`config.mk`:
```
export PLATFORM = sky130hd
export DESIGN_NAME = qpd_top
export DESIGN_NICKNAME = d
export VERILOG_FILES = /design/src/rtl/qpd_pkg.sv /design/src/rtl/qpd_step_if.sv /design/src/rtl/qpd_top.sv /design/src/rtl/qpd_sync_edge.sv /design/src/rtl/qpd_dir_fsm.sv
export SDC_FILE = /design/constraint.sdc
export NUM_CORES = 1
export LEC_CHECK = 0
export BUFFER_PORTS_ARGS = -buffer_cell sky130_fd_sc_hd__buf_4
export CAP_MARGIN = 5
export CELL_PAD_IN_SITES_DETAIL_PLACEMENT = 2
export CELL_PAD_IN_SITES_GLOBAL_PLACEMENT = 2
export CORE_MARGIN = 2
export CORE_UTILIZATION = 42
export CTS_CLUSTER_DIAMETER = 60
export DETAILED_ROUTE_END_ITERATION = 8
export PLACE_DENSITY = 0.89
export SYNTH_ARGS = -nofsm -noshare
export SYNTH_HDL_FRONTEND = slang
export SYNTH_SLANG_ARGS = --single-unit
export TNS_END_PERCENT = 20
```
`constraint.sdc`:
```
create_clock -name sys_clk -period 6.8 [get_ports sys_clk]
set_input_delay 0.68 -clock sys_clk [delete_from_list [all_inputs] [get_ports sys_clk]]
set_output_delay 0.68 -clock sys_clk [all_outputs]
set_load 0.01 [all_outputs]
```
`src/rtl/qpd_pkg.sv`:
```
// Constants, field positions and state types of the quadrature pulse divider.
// Assumes a single 20 MHz system clock shared by every module of the block.
package qpd_pkg;
   // Register port.
   localparam int REG_AW = 3;
   localparam int REG_DW = 16;
   localparam logic [2:0] ADDR_CTRL = 3'h0;
   localparam logic [2:0] ADDR_DIV = 3'h1;
   localparam logic [2:0] ADDR_ZMW = 3'h2;
   localparam logic [2:0] ADDR_STAT = 3'h3;
   localparam int CTRL_EN_BIT = 0;
   localparam int STAT_FWD_BIT = 0;
   localparam int STAT_PA_BIT = 1;
   localparam int STAT_PB_BIT = 2;
   localparam int STAT_ZM_BIT = 3;
   localparam int STAT_REV_BIT = 4;
   // Divider select is the power of two of the divider, 0 to 11.
   localparam int DIV_SEL_W = 4;
   localparam logic [3:0] DIV_SEL_MAX = 4'hb;
   localparam logic [3:0] DIV_SEL_RST = 4'h0;
   localparam int CNT_W = 14;
   localparam int MATCH1_SHIFT = 1;
   localparam int MATCH2_SHIFT = 2;
   localparam logic [15:0] ZMW_RST = 16'h0001;
   // Encoder input limit and the least input period it implies.
   localparam int SYS_CLK_KHZ = 20000;
   localparam int ENC_MAX_KHZ = 5000;
   localparam int ENC_MIN_PERIOD_CYC = (SYS_CLK_KHZ + ENC_MAX_KHZ - 1) / ENC_MAX_KHZ;
   // Synchroniser pin order.
   localparam int PIN_A = 0;
   localparam int PIN_B = 1;
   localparam int PIN_ZM = 2;
   localparam int PIN_N = 3;
   typedef enum logic [1:0] {QPD_EXP_A = 2'b01, QPD_EXP_B = 2'b10} qpd_phase_sel_t;
   typedef enum logic [1:0] {QPD_HALF_LEAD = 2'b01, QPD_HALF_LAG = 2'b10} qpd_half_t;
   typedef enum logic [1:0] {QPD_ZM_IDLE = 2'b01, QPD_ZM_PULSE = 2'b10} qpd_zm_t;
endpackage

```
`src/rtl/qpd_step_if.sv`:
```
// Step clock bundle from the direction stage to the output stage.
// Assumes both ends run on sys_clk; step and reversal are one-cycle pulses.
`timescale 1ns/1ns
interface qpd_step_if;
   logic quadrature_step_clock;
   logic fwd;
   logic reversal;
   modport src (output quadrature_step_clock, output fwd, output reversal);
   modport snk (input quadrature_step_clock, input fwd, input reversal);
endinterface

```
`src/rtl/qpd_top.sv`:
```
// Top of the quadrature pulse divider with its register port.
// Assumes encoder pins asynchronous to sys_clk and a software master on sys_clk.
`timescale 1ns/1ns
module qpd_top (
   // Clock and reset.
   input wire logic sys_clk,
   input wire logic rst,
   // Register port.
   input wire logic [qpd_pkg::REG_AW-1:0] reg_addr,
   input wire logic [qpd_pkg::REG_DW-1:0] reg_wdata,
   input wire logic reg_wr,
   input wire logic reg_rd,
   output logic [qpd_pkg::REG_DW-1:0] reg_rdata,
   // Encoder inputs.
   input wire logic encoder_phase_a_in,
   input wire logic encoder_phase_b_in,
   input wire logic encoder_zero_mark_in,
   // Divided outputs.
   output logic div_phase_a_out,
   output logic div_phase_b_out,
   output logic zero_mark_out
);
   import qpd_pkg::*;

   logic [REG_DW-1:0] software_control_bits;
   logic [DIV_SEL_W-1:0] div_sel;
   logic [REG_DW-1:0] zero_mark_pulse_width;
   logic rev_sticky;
   logic enable;
   logic [PIN_N-1:0] pin_lvl;
   logic [PIN_N-1:0] pin_rise;
   logic [PIN_N-1:0] pin_fall;
   logic [CNT_W-1:0] divider;
   logic [CNT_W-1:0] match1;
   logic [CNT_W-1:0] match2;
   logic [CNT_W-1:0] step_cnt;
   logic [CNT_W-1:0] next_step_cnt;
   logic count_en;
   logic hit1;
   logic hit2;
   qpd_half_t half;
   logic lead_is_a;
   qpd_zm_t zm_state;
   logic [REG_DW-1:0] zm_cnt;
   logic [REG_DW-1:0] zm_last;
   logic zm_start;

   qpd_step_if step_bus ();

   qpd_sync_edge #(
      .WIDTH(PIN_N)
   ) u_sync (
      .sys_clk(sys_clk),
      .rst(rst),
      .pin({encoder_zero_mark_in, encoder_phase_b_in, encoder_phase_a_in}),
      .level(pin_lvl),
      .rise(pin_rise),
      .fall(pin_fall)
   );

   qpd_dir_fsm u_dir (
      .sys_clk(sys_clk),
      .rst(rst),
      .enable(enable),
      .a_lvl(pin_lvl[PIN_A]),
      .b_lvl(pin_lvl[PIN_B]),
      .a_edge(pin_rise[PIN_A] | pin_fall[PIN_A]),
      .b_edge(pin_rise[PIN_B] | pin_fall[PIN_B]),
      .step_bus(step_bus.src)
   );

   assign enable = software_control_bits[CTRL_EN_BIT];

   // Register writes.
   always_ff @(posedge sys_clk or posedge rst)
   begin
      if (rst)
         software_control_bits <= '0;
      else if (reg_wr && reg_addr == ADDR_CTRL)
         software_control_bits <= reg_wdata;
   end

   // Settings above 11 are clamped so the counter width always suffices.
   always_ff @(posedge sys_clk or posedge rst)
   begin
      if (rst)
         div_sel <= DIV_SEL_RST;
      else if (reg_wr && reg_addr == ADDR_DIV)
         div_sel <= (reg_wdata[DIV_SEL_W-1:0] > DIV_SEL_MAX) ? DIV_SEL_MAX
            : reg_wdata[DIV_SEL_W-1:0];
   end

   always_ff @(posedge sys_clk or posedge rst)
   begin
      if (rst)
         zero_mark_pulse_width <= ZMW_RST;
      else if (reg_wr && reg_addr == ADDR_ZMW)
         zero_mark_pulse_width <= reg_wdata;
   end

   // Reversal flag: a new reversal wins over a write-one clear.
   always_ff @(posedge sys_clk or posedge rst)
   begin
      if (rst)
         rev_sticky <= 1'b0;
      else if (step_bus.reversal)
         rev_sticky <= 1'b1;
      else if (reg_wr && reg_addr == ADDR_STAT && reg_wdata[STAT_REV_BIT])
         rev_sticky <= 1'b0;
   end

   // Read data stand in the cycle after the strobe only.
   always_ff @(posedge sys_clk or posedge rst)
   begin
      if (rst)
         reg_rdata <= '0;
      else if (!reg_rd)
         reg_rdata <= '0;
      else
      begin
         unique case (reg_addr)
            ADDR_CTRL: reg_rdata <= software_control_bits;
            ADDR_DIV: reg_rdata <= REG_DW'(div_sel);
            ADDR_ZMW: reg_rdata <= zero_mark_pulse_width;
            ADDR_STAT:
            begin
               reg_rdata <= '0;
               reg_rdata[STAT_FWD_BIT] <= step_bus.fwd;
               reg_rdata[STAT_PA_BIT] <= div_phase_a_out;
               reg_rdata[STAT_PB_BIT] <= div_phase_b_out;
               reg_rdata[STAT_ZM_BIT] <= zero_mark_out;
               reg_rdata[STAT_REV_BIT] <= rev_sticky;
            end
            default: reg_rdata <= '0;
         endcase
      end
   end

   // Match thresholds follow the divider at once.
   assign divider = CNT_W'(1) << div_sel;
   assign match1 = divider << MATCH1_SHIFT;
   assign match2 = divider << MATCH2_SHIFT;

   assign count_en = enable & step_bus.quadrature_step_clock;
   assign next_step_cnt = step_cnt + CNT_W'(1);
   assign hit1 = count_en && next_step_cnt == match1;
   assign hit2 = count_en && next_step_cnt >= match2;

   // A divider change mid-run is caught by the >= compare, so the counter never runs away.
   always_ff @(posedge sys_clk or posedge rst)
   begin
      if (rst)
         step_cnt <= '0;
      else if (!enable)
         step_cnt <= '0;
      else if (hit2)
         step_cnt <= '0;
      else if (count_en)
         step_cnt <= next_step_cnt;
   end

   // Half FSM: first match toggles the leading phase, second the lagging one.
   always_ff @(posedge sys_clk or posedge rst)
   begin
      if (rst)
         half <= QPD_HALF_LEAD;
      else if (!enable)
         half <= QPD_HALF_LEAD;
      else
      begin
         unique case (half)
            QPD_HALF_LEAD: if (hit1) half <= QPD_HALF_LAG;
            QPD_HALF_LAG: if (hit2) half <= QPD_HALF_LEAD;
         endcase
      end
   end

   assign lead_is_a = step_bus.fwd;

   always_ff @(posedge sys_clk or posedge rst)
   begin
      if (rst)
         div_phase_a_out <= 1'b0;
      else if (!enable)
         div_phase_a_out <= 1'b0;
      else if ((half == QPD_HALF_LEAD && hit1 && lead_is_a)
         || (half == QPD_HALF_LAG && hit2 && !lead_is_a))
         div_phase_a_out <= ~div_phase_a_out;
   end

   always_ff @(posedge sys_clk or posedge rst)
   begin
      if (rst)
         div_phase_b_out <= 1'b0;
      else if (!enable)
         div_phase_b_out <= 1'b0;
      else if ((half == QPD_HALF_LEAD && hit1 && !lead_is_a)
         || (half == QPD_HALF_LAG && hit2 && lead_is_a))
         div_phase_b_out <= ~div_phase_b_out;
   end

   // Zero mark pulse; a width of zero behaves as one cycle.
   assign zm_start = enable & pin_rise[PIN_ZM];
   assign zm_last = (zero_mark_pulse_width == '0) ? '0
      : zero_mark_pulse_width - REG_DW'(1);

   always_ff @(posedge sys_clk or posedge rst)
   begin
      if (rst)
         zm_state <= QPD_ZM_IDLE;
      else if (!enable)
         zm_state <= QPD_ZM_IDLE;
      else
      begin
         unique case (zm_state)
            QPD_ZM_IDLE: if (zm_start) zm_state <= QPD_ZM_PULSE;
            QPD_ZM_PULSE: if (zm_cnt == zm_last) zm_state <= QPD_ZM_IDLE;
         endcase
      end
   end

   // Edges arriving during a pulse are ignored rather than stretching it.
   always_ff @(posedge sys_clk or posedge rst)
   begin
      if (rst)
         zm_cnt <= '0;
      else if (!enable || zm_state == QPD_ZM_IDLE)
         zm_cnt <= '0;
      else
         zm_cnt <= zm_cnt + REG_DW'(1);
   end

   always_ff @(posedge sys_clk or posedge rst)
   begin
      if (rst)
         zero_mark_out <= 1'b0;
      else if (!enable)
         zero_mark_out <= 1'b0;
      else if (zm_state == QPD_ZM_IDLE)
         zero_mark_out <= zm_start;
      else
         zero_mark_out <= zm_cnt != zm_last;
   end
endmodule

```
`src/rtl/qpd_sync_edge.sv`:
```
// Two-stage synchronisers and edge detectors for the encoder pins.
// Assumes the pins are asynchronous to sys_clk.
`timescale 1ns/1ns
module qpd_sync_edge #(
   parameter int WIDTH = 3
) (
   // Clock and reset.
   input wire logic sys_clk,
   input wire logic rst,
   // Raw pins.
   input wire logic [WIDTH-1:0] pin,
   // Synchronised levels and edge pulses.
   output logic [WIDTH-1:0] level,
   output logic [WIDTH-1:0] rise,
   output logic [WIDTH-1:0] fall
);
   logic [WIDTH-1:0] meta;
   logic [WIDTH-1:0] prev;
   genvar i;
   generate
      for (i = 0; i < WIDTH; i++)
      begin : g_pin
         // The first stage feeds only the second stage.
         always_ff @(posedge sys_clk or posedge rst)
         begin
            if (rst)
            begin
               meta[i] <= 1'b0;
               level[i] <= 1'b0;
               prev[i] <= 1'b0;
            end
            else
            begin
               meta[i] <= pin[i];
               level[i] <= meta[i];
               prev[i] <= level[i];
            end
         end
         assign rise[i] = level[i] & ~prev[i];
         assign fall[i] = ~level[i] & prev[i];
      end
   endgenerate
endmodule

```
`src/rtl/qpd_dir_fsm.sv`:
```
// Direction stage: alternates between the phases and makes the step clock.
// Assumes synchronised levels and edge pulses on sys_clk.
`timescale 1ns/1ns
module qpd_dir_fsm (
   // Clock and reset.
   input wire logic sys_clk,
   input wire logic rst,
   // Control.
   input wire logic enable,
   // Phase levels and edges.
   input wire logic a_lvl,
   input wire logic b_lvl,
   input wire logic a_edge,
   input wire logic b_edge,
   // Step clock towards the output stage.
   qpd_step_if.src step_bus
);
   import qpd_pkg::*;
   qpd_phase_sel_t expect_phase;
   logic edge_ok;
   logic next_fwd;
   // Both phases moving at once is not a legal quadrature step and is dropped.
   assign edge_ok = enable & (a_edge ^ b_edge);
   assign next_fwd = a_edge ? (a_lvl ^ b_lvl) : ~(a_lvl ^ b_lvl);
   always_ff @(posedge sys_clk or posedge rst)
   begin
      if (rst)
         expect_phase <= QPD_EXP_A;
      else if (!enable)
         expect_phase <= QPD_EXP_A;
      else if (edge_ok)
         expect_phase <= a_edge ? QPD_EXP_B : QPD_EXP_A;
   end
   always_ff @(posedge sys_clk or posedge rst)
   begin
      if (rst)
         step_bus.fwd <= 1'b1;
      else if (edge_ok)
         step_bus.fwd <= next_fwd;
   end
   always_ff @(posedge sys_clk or posedge rst)
   begin
      if (rst)
      begin
         step_bus.quadrature_step_clock <= 1'b0;
         step_bus.reversal <= 1'b0;
      end
      else
      begin
         step_bus.quadrature_step_clock <= edge_ok;
         step_bus.reversal <= edge_ok & (next_fwd != step_bus.fwd);
      end
   end
endmodule

```
==> metrics.md, run 1 <==
| Metric | Value |
|---|---|
| Post-synthesis area per instance | `10.0 um^2` |
| Syn nets | `614` |
| Post_cts resized | `0` |
| IO Port Bufs | `44` |
| Post-synth EDFFs | `0` |
| Layout cell share with drive strength beyond 1 | `18.1%` |
| # setup viols final | `0` |
| Clk_lat worst skew | `370 ps` |
| Total wire length | `19.6 mm` |
| Worst Path Max Fanout | `7` |
| Synthesized flop and latch total | `102` |
| Crit-path cells | `nand4_1, o21ai_0, nand2_1, ha_1, a21oi_1, a21boi_0, o31ai_1, a22oi_1, o21a_1, nor3_1, a21oi_1, o21ai_0` |
| Pin count of the biggest net entering global routing | `73` |
| Vias per inst | `5.93` |
| CTS clk-pin slew, worst paths | `80 ps` |
| Core ar. | `13300 um^2` |
| RePlAce Congestion | `0.886` |
| Top delay family on crit path | `compound AO/OA/AOI/OAI gates` |
| # rows | `42` |
| CP arrival | `4590 ps` |
| DIE HEIGHT | `121 um` |
| RSZ-0062 raised after global routing | `no` |
| Max-slew headroom | `26.2%` |
| Cell variety after synth | `61` |
| Routed Antenna Nets | `0` |
| Post-synth ARST share | `100%` |
| CP max-delay cell | `nor3_1` |
| Data required, critical path | `7070 ps` |
| LEAKAGE | `2.83 nW` |
| First-pass GRT wire length | `31.5 mm` |
| Number of global-route vias before repair | `5490` |
| DP HPWL | `12.7 mm` |
| WL/cell | `24.8 um` |
| Fin Hold WS | `315 ps` |
| I/O Pins | `45` |
| Met2 Track Usage GR | `53.7%` |
| Layer with the highest usage | `met2` |
| Fin crit share | `63.5%` |
| CTS tree | `built` |
| Number of hold buffers added after CTS | `0` |
| Hold Violations, Final | `0` |
| Total congestion overflow | `0` |
| Final min period | `4320 ps` |
| Initial antenna violation count | `0` |
| Setup Total Neg Slack | `0 ps` |
| CP endpoint kind | `register` |
| Vias | `4686` |
| Crit Path Category | `reg -> reg` |
| Max H-tree Level | `3` |
| Pwr dens | `270 nW/um^2` |
| # diodes | `0` |
| Post-route design area | `6510 um^2` |
| Register area share after synthesis | `44.6%` |
| FF/Latch Area | `2560 um^2` |
| GR Layer Usage met1 | `31.1%` |
| Drt first-iter violations | `234` |
| Status | `complete, no violations` |
| Worst min path class | `in -> async` |
| Area occupied by multi-input gates | `3020 um^2` |
| Top_reg_cell synth | `dfrtp_1` |
| Initial Util | `43.2%` |
| Crit path buffers/inverters | `0` |
| Slew Viols, Final | `0` |
| Cell Area, Placed | `6210 um^2` |
| Width of the die | `121 um` |
| Grt met3 use | `5.31%` |
| Total CTS buffers | `9` |
| DRC | `0` |
| Post-CTS setup buffers | `0` |
| Final #Nets | `651` |
| First-pass iteration count of the detailed router | `4` |
| Ys Warns | `0` |
| Worst Max-Slew Pin Slew | `1100 ps` |
| Total power | `1.76 mW` |
| Root buffer cell | `clkbuf_16` |
| Fillers | `1370` |
| Layout area overhead | `13.4%` |
| Fmax | `232 MHz` |
| Max_cap viols | `0` |
| Post-Syn Area | `5740 um^2` |
| Worst vdd ir | `146 uV` |
| Clock Tree Buf Depth | `2` |
| CP max stage delay | `880 ps` |
| Startpoint types | `register` |
| Mapped Cells | `573` |
| Clock tree sinks | `102` |
| Die Area | `14600 um^2` |
| Layout Skew | `16.5 ps` |
| Total GRT Usage | `28.3%` |
==> cell type report <==
cell class | count | share of cell area, %
flip-flops and latches | 102 | 39.3
repair buffers | 47 | 5.42
clock inverters | 6 | 1.17
multi-input cells | 435 | 46.4
clock buffers | 9 | 3.46
inverters | 15 | 0.904
well taps | 176 | 3.38
==> report_power, final <==
part | leakage (nW) | internal, mW | switching, mW
Sequential | 1.31 | 0.683 | 0.120
Combinational | 1.38 | 0.170 | 0.240
Clock | 0.148 | 0.290 | 0.256
==> placed cells by master (no fill, tap or decap), types with 3 or more instances in the layout <==
cell type | Yosys | final
or4_4 | 3 | 3
or3_1 | 8 | 8
buf_4 | 2 | 47
ha_1 | 15 | 15
o31ai_1 | 4 | 4
nand4_1 | 8 | 8
clkbuf_16 | 0 | 9
a21boi_0 | 3 | 3
nand2_1 | 53 | 53
a21oi_1 | 25 | 25
nand3_1 | 23 | 23
nor4_1 | 7 | 7
nand2b_1 | 10 | 10
nor2_1 | 54 | 54
and2_1 | 8 | 8
nor2b_1 | 11 | 11
or4_1 | 9 | 9
xor2_1 | 20 | 20
a21o_1 | 5 | 5
nor3b_1 | 4 | 4
inv_1 | 15 | 14
o21ai_0 | 18 | 18
nor3_1 | 12 | 12
a31oi_1 | 3 | 3
o22ai_1 | 4 | 4
xnor2_1 | 25 | 25
dfrtp_1 | 98 | 98
mux2_2 | 31 | 31
and3_1 | 6 | 6
mux2i_1 | 28 | 28
dfstp_2 | 4 | 4
==> Yosys cell counts (3+ instances only) <==
| cell type | instances | area [um^2] |
|---|---|---|
| a31oi_1 | 3 | 18.8 |
| or3_1 | 8 | 50.1 |
| nor2_1 | 54 | 203 |
| o21ai_0 | 18 | 90.1 |
| xor2_1 | 20 | 175 |
| or4_1 | 9 | 67.6 |
| nand2_1 | 53 | 199 |
| o31ai_1 | 4 | 30.0 |
| buf_6 | 3 | 33.8 |
| o22ai_1 | 4 | 25.0 |
| or4_4 | 3 | 33.8 |
| inv_1 | 15 | 56.3 |
| nand4_1 | 8 | 50.1 |
| and2_1 | 8 | 50.1 |
| ha_1 | 15 | 188 |
| nand2b_1 | 10 | 62.6 |
| nand3_1 | 23 | 115 |
| nor2b_1 | 11 | 68.8 |
| a21o_1 | 5 | 37.5 |
| dfrtp_1 | 98 | 2450 |
| and3_1 | 6 | 37.5 |
| clkbuf_1 | 14 | 52.6 |
| nor4_1 | 7 | 43.8 |
| mux2i_1 | 28 | 280 |
| mux2_2 | 31 | 349 |
| a21oi_1 | 25 | 125 |
| a21boi_0 | 3 | 22.5 |
| dfstp_2 | 4 | 105 |
| nor3b_1 | 4 | 30.0 |
| xnor2_1 | 25 | 219 |
| nor3_1 | 12 | 60.1 |
==> stage by stage <==
stage          utilization, %  cells  worst slack (ps)
2_1_floorplan               -    573              3360
3_3_place_gp             46.7    775              2970
3_5_place_dp             46.7    775              2490
4_1_cts                  48.9    790              2420
5_1_grt                  48.9    790              1990
6_report                 48.9    790              2480
==> metal layers <==
layer	share of wire, %	up-vias
met4	3.5	0
met2	56	93
met5	0	-
met1	38	2433
met3	2.9	50
li1	-	2110
==> cells by family (layout without fill, tap and decap cells) <==
group           Yosys count  count (layout)  share of synthesized area [%]
simple gates            230             230                           20.9
flops                   102             102                           44.6
compound gates           83              83                           9.33
mux                      59              59                           11.0
xor+xnor                 48              48                           8.13
buf+inv                  36              77                           2.88
fa+ha+maj                15              15                           3.27
==> sequential cells by signal, summed over array words and instances, names as in the netlist, 2 cells and up <==
name,count
div_sel,4
u_sync.meta,3
u_sync.prev,3
step_cnt,14
u_sync.level,3
software_control_bits,16
zm_state,2
zm_cnt,16
zero_mark_pulse_width,16
reg_rdata,16
half,2
==> worst paths after layout <==
path                                           from                         to  slack (ps)  depth (start not counted)
max                         step_cnt[2]$_DFFE_PP0P_    step_cnt[4]$_DFFE_PP0P_        2480                         12
min                                             rst     reg_rdata[0]$_DFF_PP0_         320                          2
max reg2reg                 step_cnt[2]$_DFFE_PP0P_    step_cnt[4]$_DFFE_PP0P_        2480                         12
min reg2reg                u_sync.meta[1]$_DFF_PP0_  u_sync.level[1]$_DFF_PP0_         360                          0
max in group asynchronous                       rst    step_cnt[2]$_DFFE_PP0P_        5200                          3
min in group sys_clk       u_sync.meta[1]$_DFF_PP0_  u_sync.level[1]$_DFF_PP0_         360                          0
No activity file was read; power rests on OpenSTA's default activity.
==> run 2: changes to the inputs <==
--- a/config.mk
+++ b/config.mk
@@ -10,10 +10,10 @@
 export CELL_PAD_IN_SITES_DETAIL_PLACEMENT = 2
 export CELL_PAD_IN_SITES_GLOBAL_PLACEMENT = 2
 export CORE_MARGIN = 2
-export CORE_UTILIZATION = 42
+export CORE_UTILIZATION = 39
 export CTS_CLUSTER_DIAMETER = 60
 export DETAILED_ROUTE_END_ITERATION = 8
-export PLACE_DENSITY = 0.89
+export PLACE_DENSITY = 0.84
 export SYNTH_ARGS = -nofsm -noshare
 export SYNTH_HDL_FRONTEND = slang
 export SYNTH_SLANG_ARGS = --single-unit
==> constraint.sdc (replaced) <==
create_clock -name sys_clk -period 4 [get_ports sys_clk]
set_input_delay 0.4 -clock sys_clk [delete_from_list [all_inputs] [get_ports sys_clk]]
set_output_delay 0.4 -clock sys_clk [all_outputs]
set_load 0.01 [all_outputs]
==> run 2 against run 1 <==
Compared with the run above:
- non-clock buffer count increased by 9
- cell count increased by 2.3%
- sequential cell count unchanged
- global-route usage decreased by 4.0 points
- cell area rose by 1.9%
- critical path depth fell by 2
- via count down 0.87%
- first-iteration DRC count decreased by 24%
- clock power grew 68%
- sequential power rose by 68%
- die area grew 7.4%
- critical endpoint is now zm_state[1]$_DFFE_PP0P_
- highest routed layer unchanged
==> metrics.md, run 2 (synthesized netlist as in run 1, its figures left out) <==
| Metric | Value |
|---|---|
| # rows | `44` |
| Data required, critical path | `4250 ps` |
| Top delay family on crit path | `simple AND/OR/NAND/NOR gates` |
| Worst R2R Setup Slack | `170 ps` |
| Initial Util | `39.6%` |
| Switching power | `1.06 mW` |
| RePlAce Congestion | `0.849` |
| Routed Antenna Nets | `0` |
| Final min period | `3830 ps` |
| Setup Total Neg Slack | `0 ps` |
| Max H-tree Level | `3` |
| IO Port Bufs | `44` |
| First-pass iteration count of the detailed router | `4` |
| Layout cell share with drive strength beyond 1 | `20.4%` |
| # setup viols final | `0` |
| Crit Path Category | `reg -> reg` |
| Most common cell after layout, fill and taps aside | `dfrtp_1` |
| Layout Skew | `7.92 ps` |
| Status | `complete, no violations` |
| WL/cell | `22.9 um` |
| First-pass GRT wire length | `30.0 mm` |
| Worst Max-Slew Pin Slew | `1120 ps` |
| I/O Pins | `45` |
| Fin crit share | `95.8%` |
| Pin count of the biggest net entering global routing | `88` |
| CTS tree | `built` |
| Clk_lat worst skew | `370 ps` |
| Crit path buffers/inverters | `1` |
| Worst min path class | `in -> reg` |
| Logic gate share of total power | `23.8%` |
| CTS clk-pin slew, worst paths | `80 ps` |
| Die Area | `15700 um^2` |
| Number of hold buffers added after CTS | `0` |
| Clock Tree Buf Depth | `2` |
| Width of the die | `125 um` |
| Slew Viols, Final | `0` |
| Startpoint types | `register` |
| Root buffer cell | `clkbuf_16` |
| Number of global-route vias before repair | `5317` |
| Crit-path cells | `inv_1, ha_1, or3b_1, nor4_2, or4b_1, a21oi_1, o211ai_1, or4_1, or4_1, o221a_1` |
| Fin Hold WS | `138 ps` |
| # diodes | `0` |
| CP max-delay cell | `dfstp_2` |
| Fillers | `1559` |
| Drt first-iter violations | `178` |
| Total congestion overflow | `0` |
| Sequential share of power | `45.4%` |
| Vias per inst | `5.75` |
| Hold Violations, Final | `0` |
| Clock Power Share | `30.8%` |
| Layout area overhead | `15.5%` |
| Final core utilization | `45.8%` |
| Max-slew headroom | `25.5%` |
| Core ar. | `14500 um^2` |
| Max_cap viols | `0` |
| CP max stage delay | `640 ps` |
| Sw Share | `35.6%` |
| DRC | `0` |
| CP most frequent cell | `or4_1` |
| Vias | `4645` |
| Most frequent cells in the layout | `dfrtp_1, buf_4, nor2_1` |
| Pint | `1.91 mW` |
| Fmax | `261 MHz` |
| Initial antenna violation count | `0` |
| Total wire length | `18.5 mm` |
| DP HPWL | `12.8 mm` |
| Total GRT Usage | `24.4%` |
| Clock tree sinks | `102` |
| Worst Path Max Fanout | `8` |
| DIE HEIGHT | `125 um` |
| Final #Nets | `660` |
| LEAKAGE | `2.91 nW` |
| Worst vdd ir | `261 uV` |
| Pwr dens | `448 nW/um^2` |
| CP arrival | `4080 ps` |
| CP endpoint kind | `register` |
| Total CTS buffers | `9` |
| Total power | `2.97 mW` |
[run 2: changes by cell type in the layout (fill, tap and decap cells not counted), sizes merged]
cell    before  now
buf         47   56
bufinv       1    0
clkinv       2    4
[run 2: worst paths after layout]
| kind | startpoint | cells past startpoint | end |
|---|---|---|---|
| max in group asynchronous | rst | 3 | reg_rdata[10]$_DFF_PP0_ |
| min in group asynchronous | rst | 2 | div_phase_b_out$_DFFE_PP0P_ |
| min | encoder_zero_mark_in | 1 | u_sync.meta[2]$_DFF_PP0_ |
| max | zero_mark_pulse_width[0]$_DFFE_PP1P_ | 10 | zm_state[1]$_DFFE_PP0P_ |
| min reg2reg | u_sync.meta[2]$_DFF_PP0_ | 0 | u_sync.level[2]$_DFF_PP0_ |
| max reg2reg | zero_mark_pulse_width[0]$_DFFE_PP1P_ | 10 | zm_state[1]$_DFFE_PP0P_ |
[run 2: final cells by class]
cell class                 instances  area (um^2)  share of cell area [%]
tap                              184          230                    3.47
inverter                          15         58.8                   0.887
timing repair buffer              56          420                    6.34
multi-input combinational        435         3050                    46.0
sequential                       102         2560                    38.6
clock buffer                       9          225                    3.40
clock inverter                     7         88.8                    1.34
[run 2: through the flow]
step / setup WS [ps] / instance area, um^2 / cells
finish: 167 / 6630 / 808
global route: -34.0 / 6630 / 808
CTS: 132 / 6600 / 807
detailed placement: 33.5 / 6280 / 791
global placement: 223 / 6280 / 791
floorplan: 558 / 5740 / 573
[run 2: what timing repair did]
action | CTS | global route
pin swaps | 1 | 1
setup buffers | 0 | 1
gates resized for setup | 1 | 5
setup endpoints to repair | 2 | 11
[run 2: power groups by stage]
stage	Clock, mW	Combinational, mW	Sequential [mW]
2_1_floorplan	0	0.511	1.27
3_3_place_gp	0	0.629	1.34
3_5_place_dp	0	0.677	1.36
4_1_cts	0.939	0.709	1.35
5_1_grt	0.972	0.777	1.37
6_report	0.915	0.707	1.35
[run 2: worst register-to-register path, stage by stage, from the launching register on]
cell	delay [ps]
dfstp_2	640
inv_1	90
ha_1	240
or3b_1	370
nor4_2	140
or4b_1	530
a21oi_1	170
o211ai_1	120
or4_1	590
or4_1	570
o221a_1	260
[run 2: layer usage]
metal	GRT usage (%)	share of wire (%)
met1	28.2	40
met2	45.5	55
met3	4.71	2.5
met4	7.12	2.2
met5	0	0
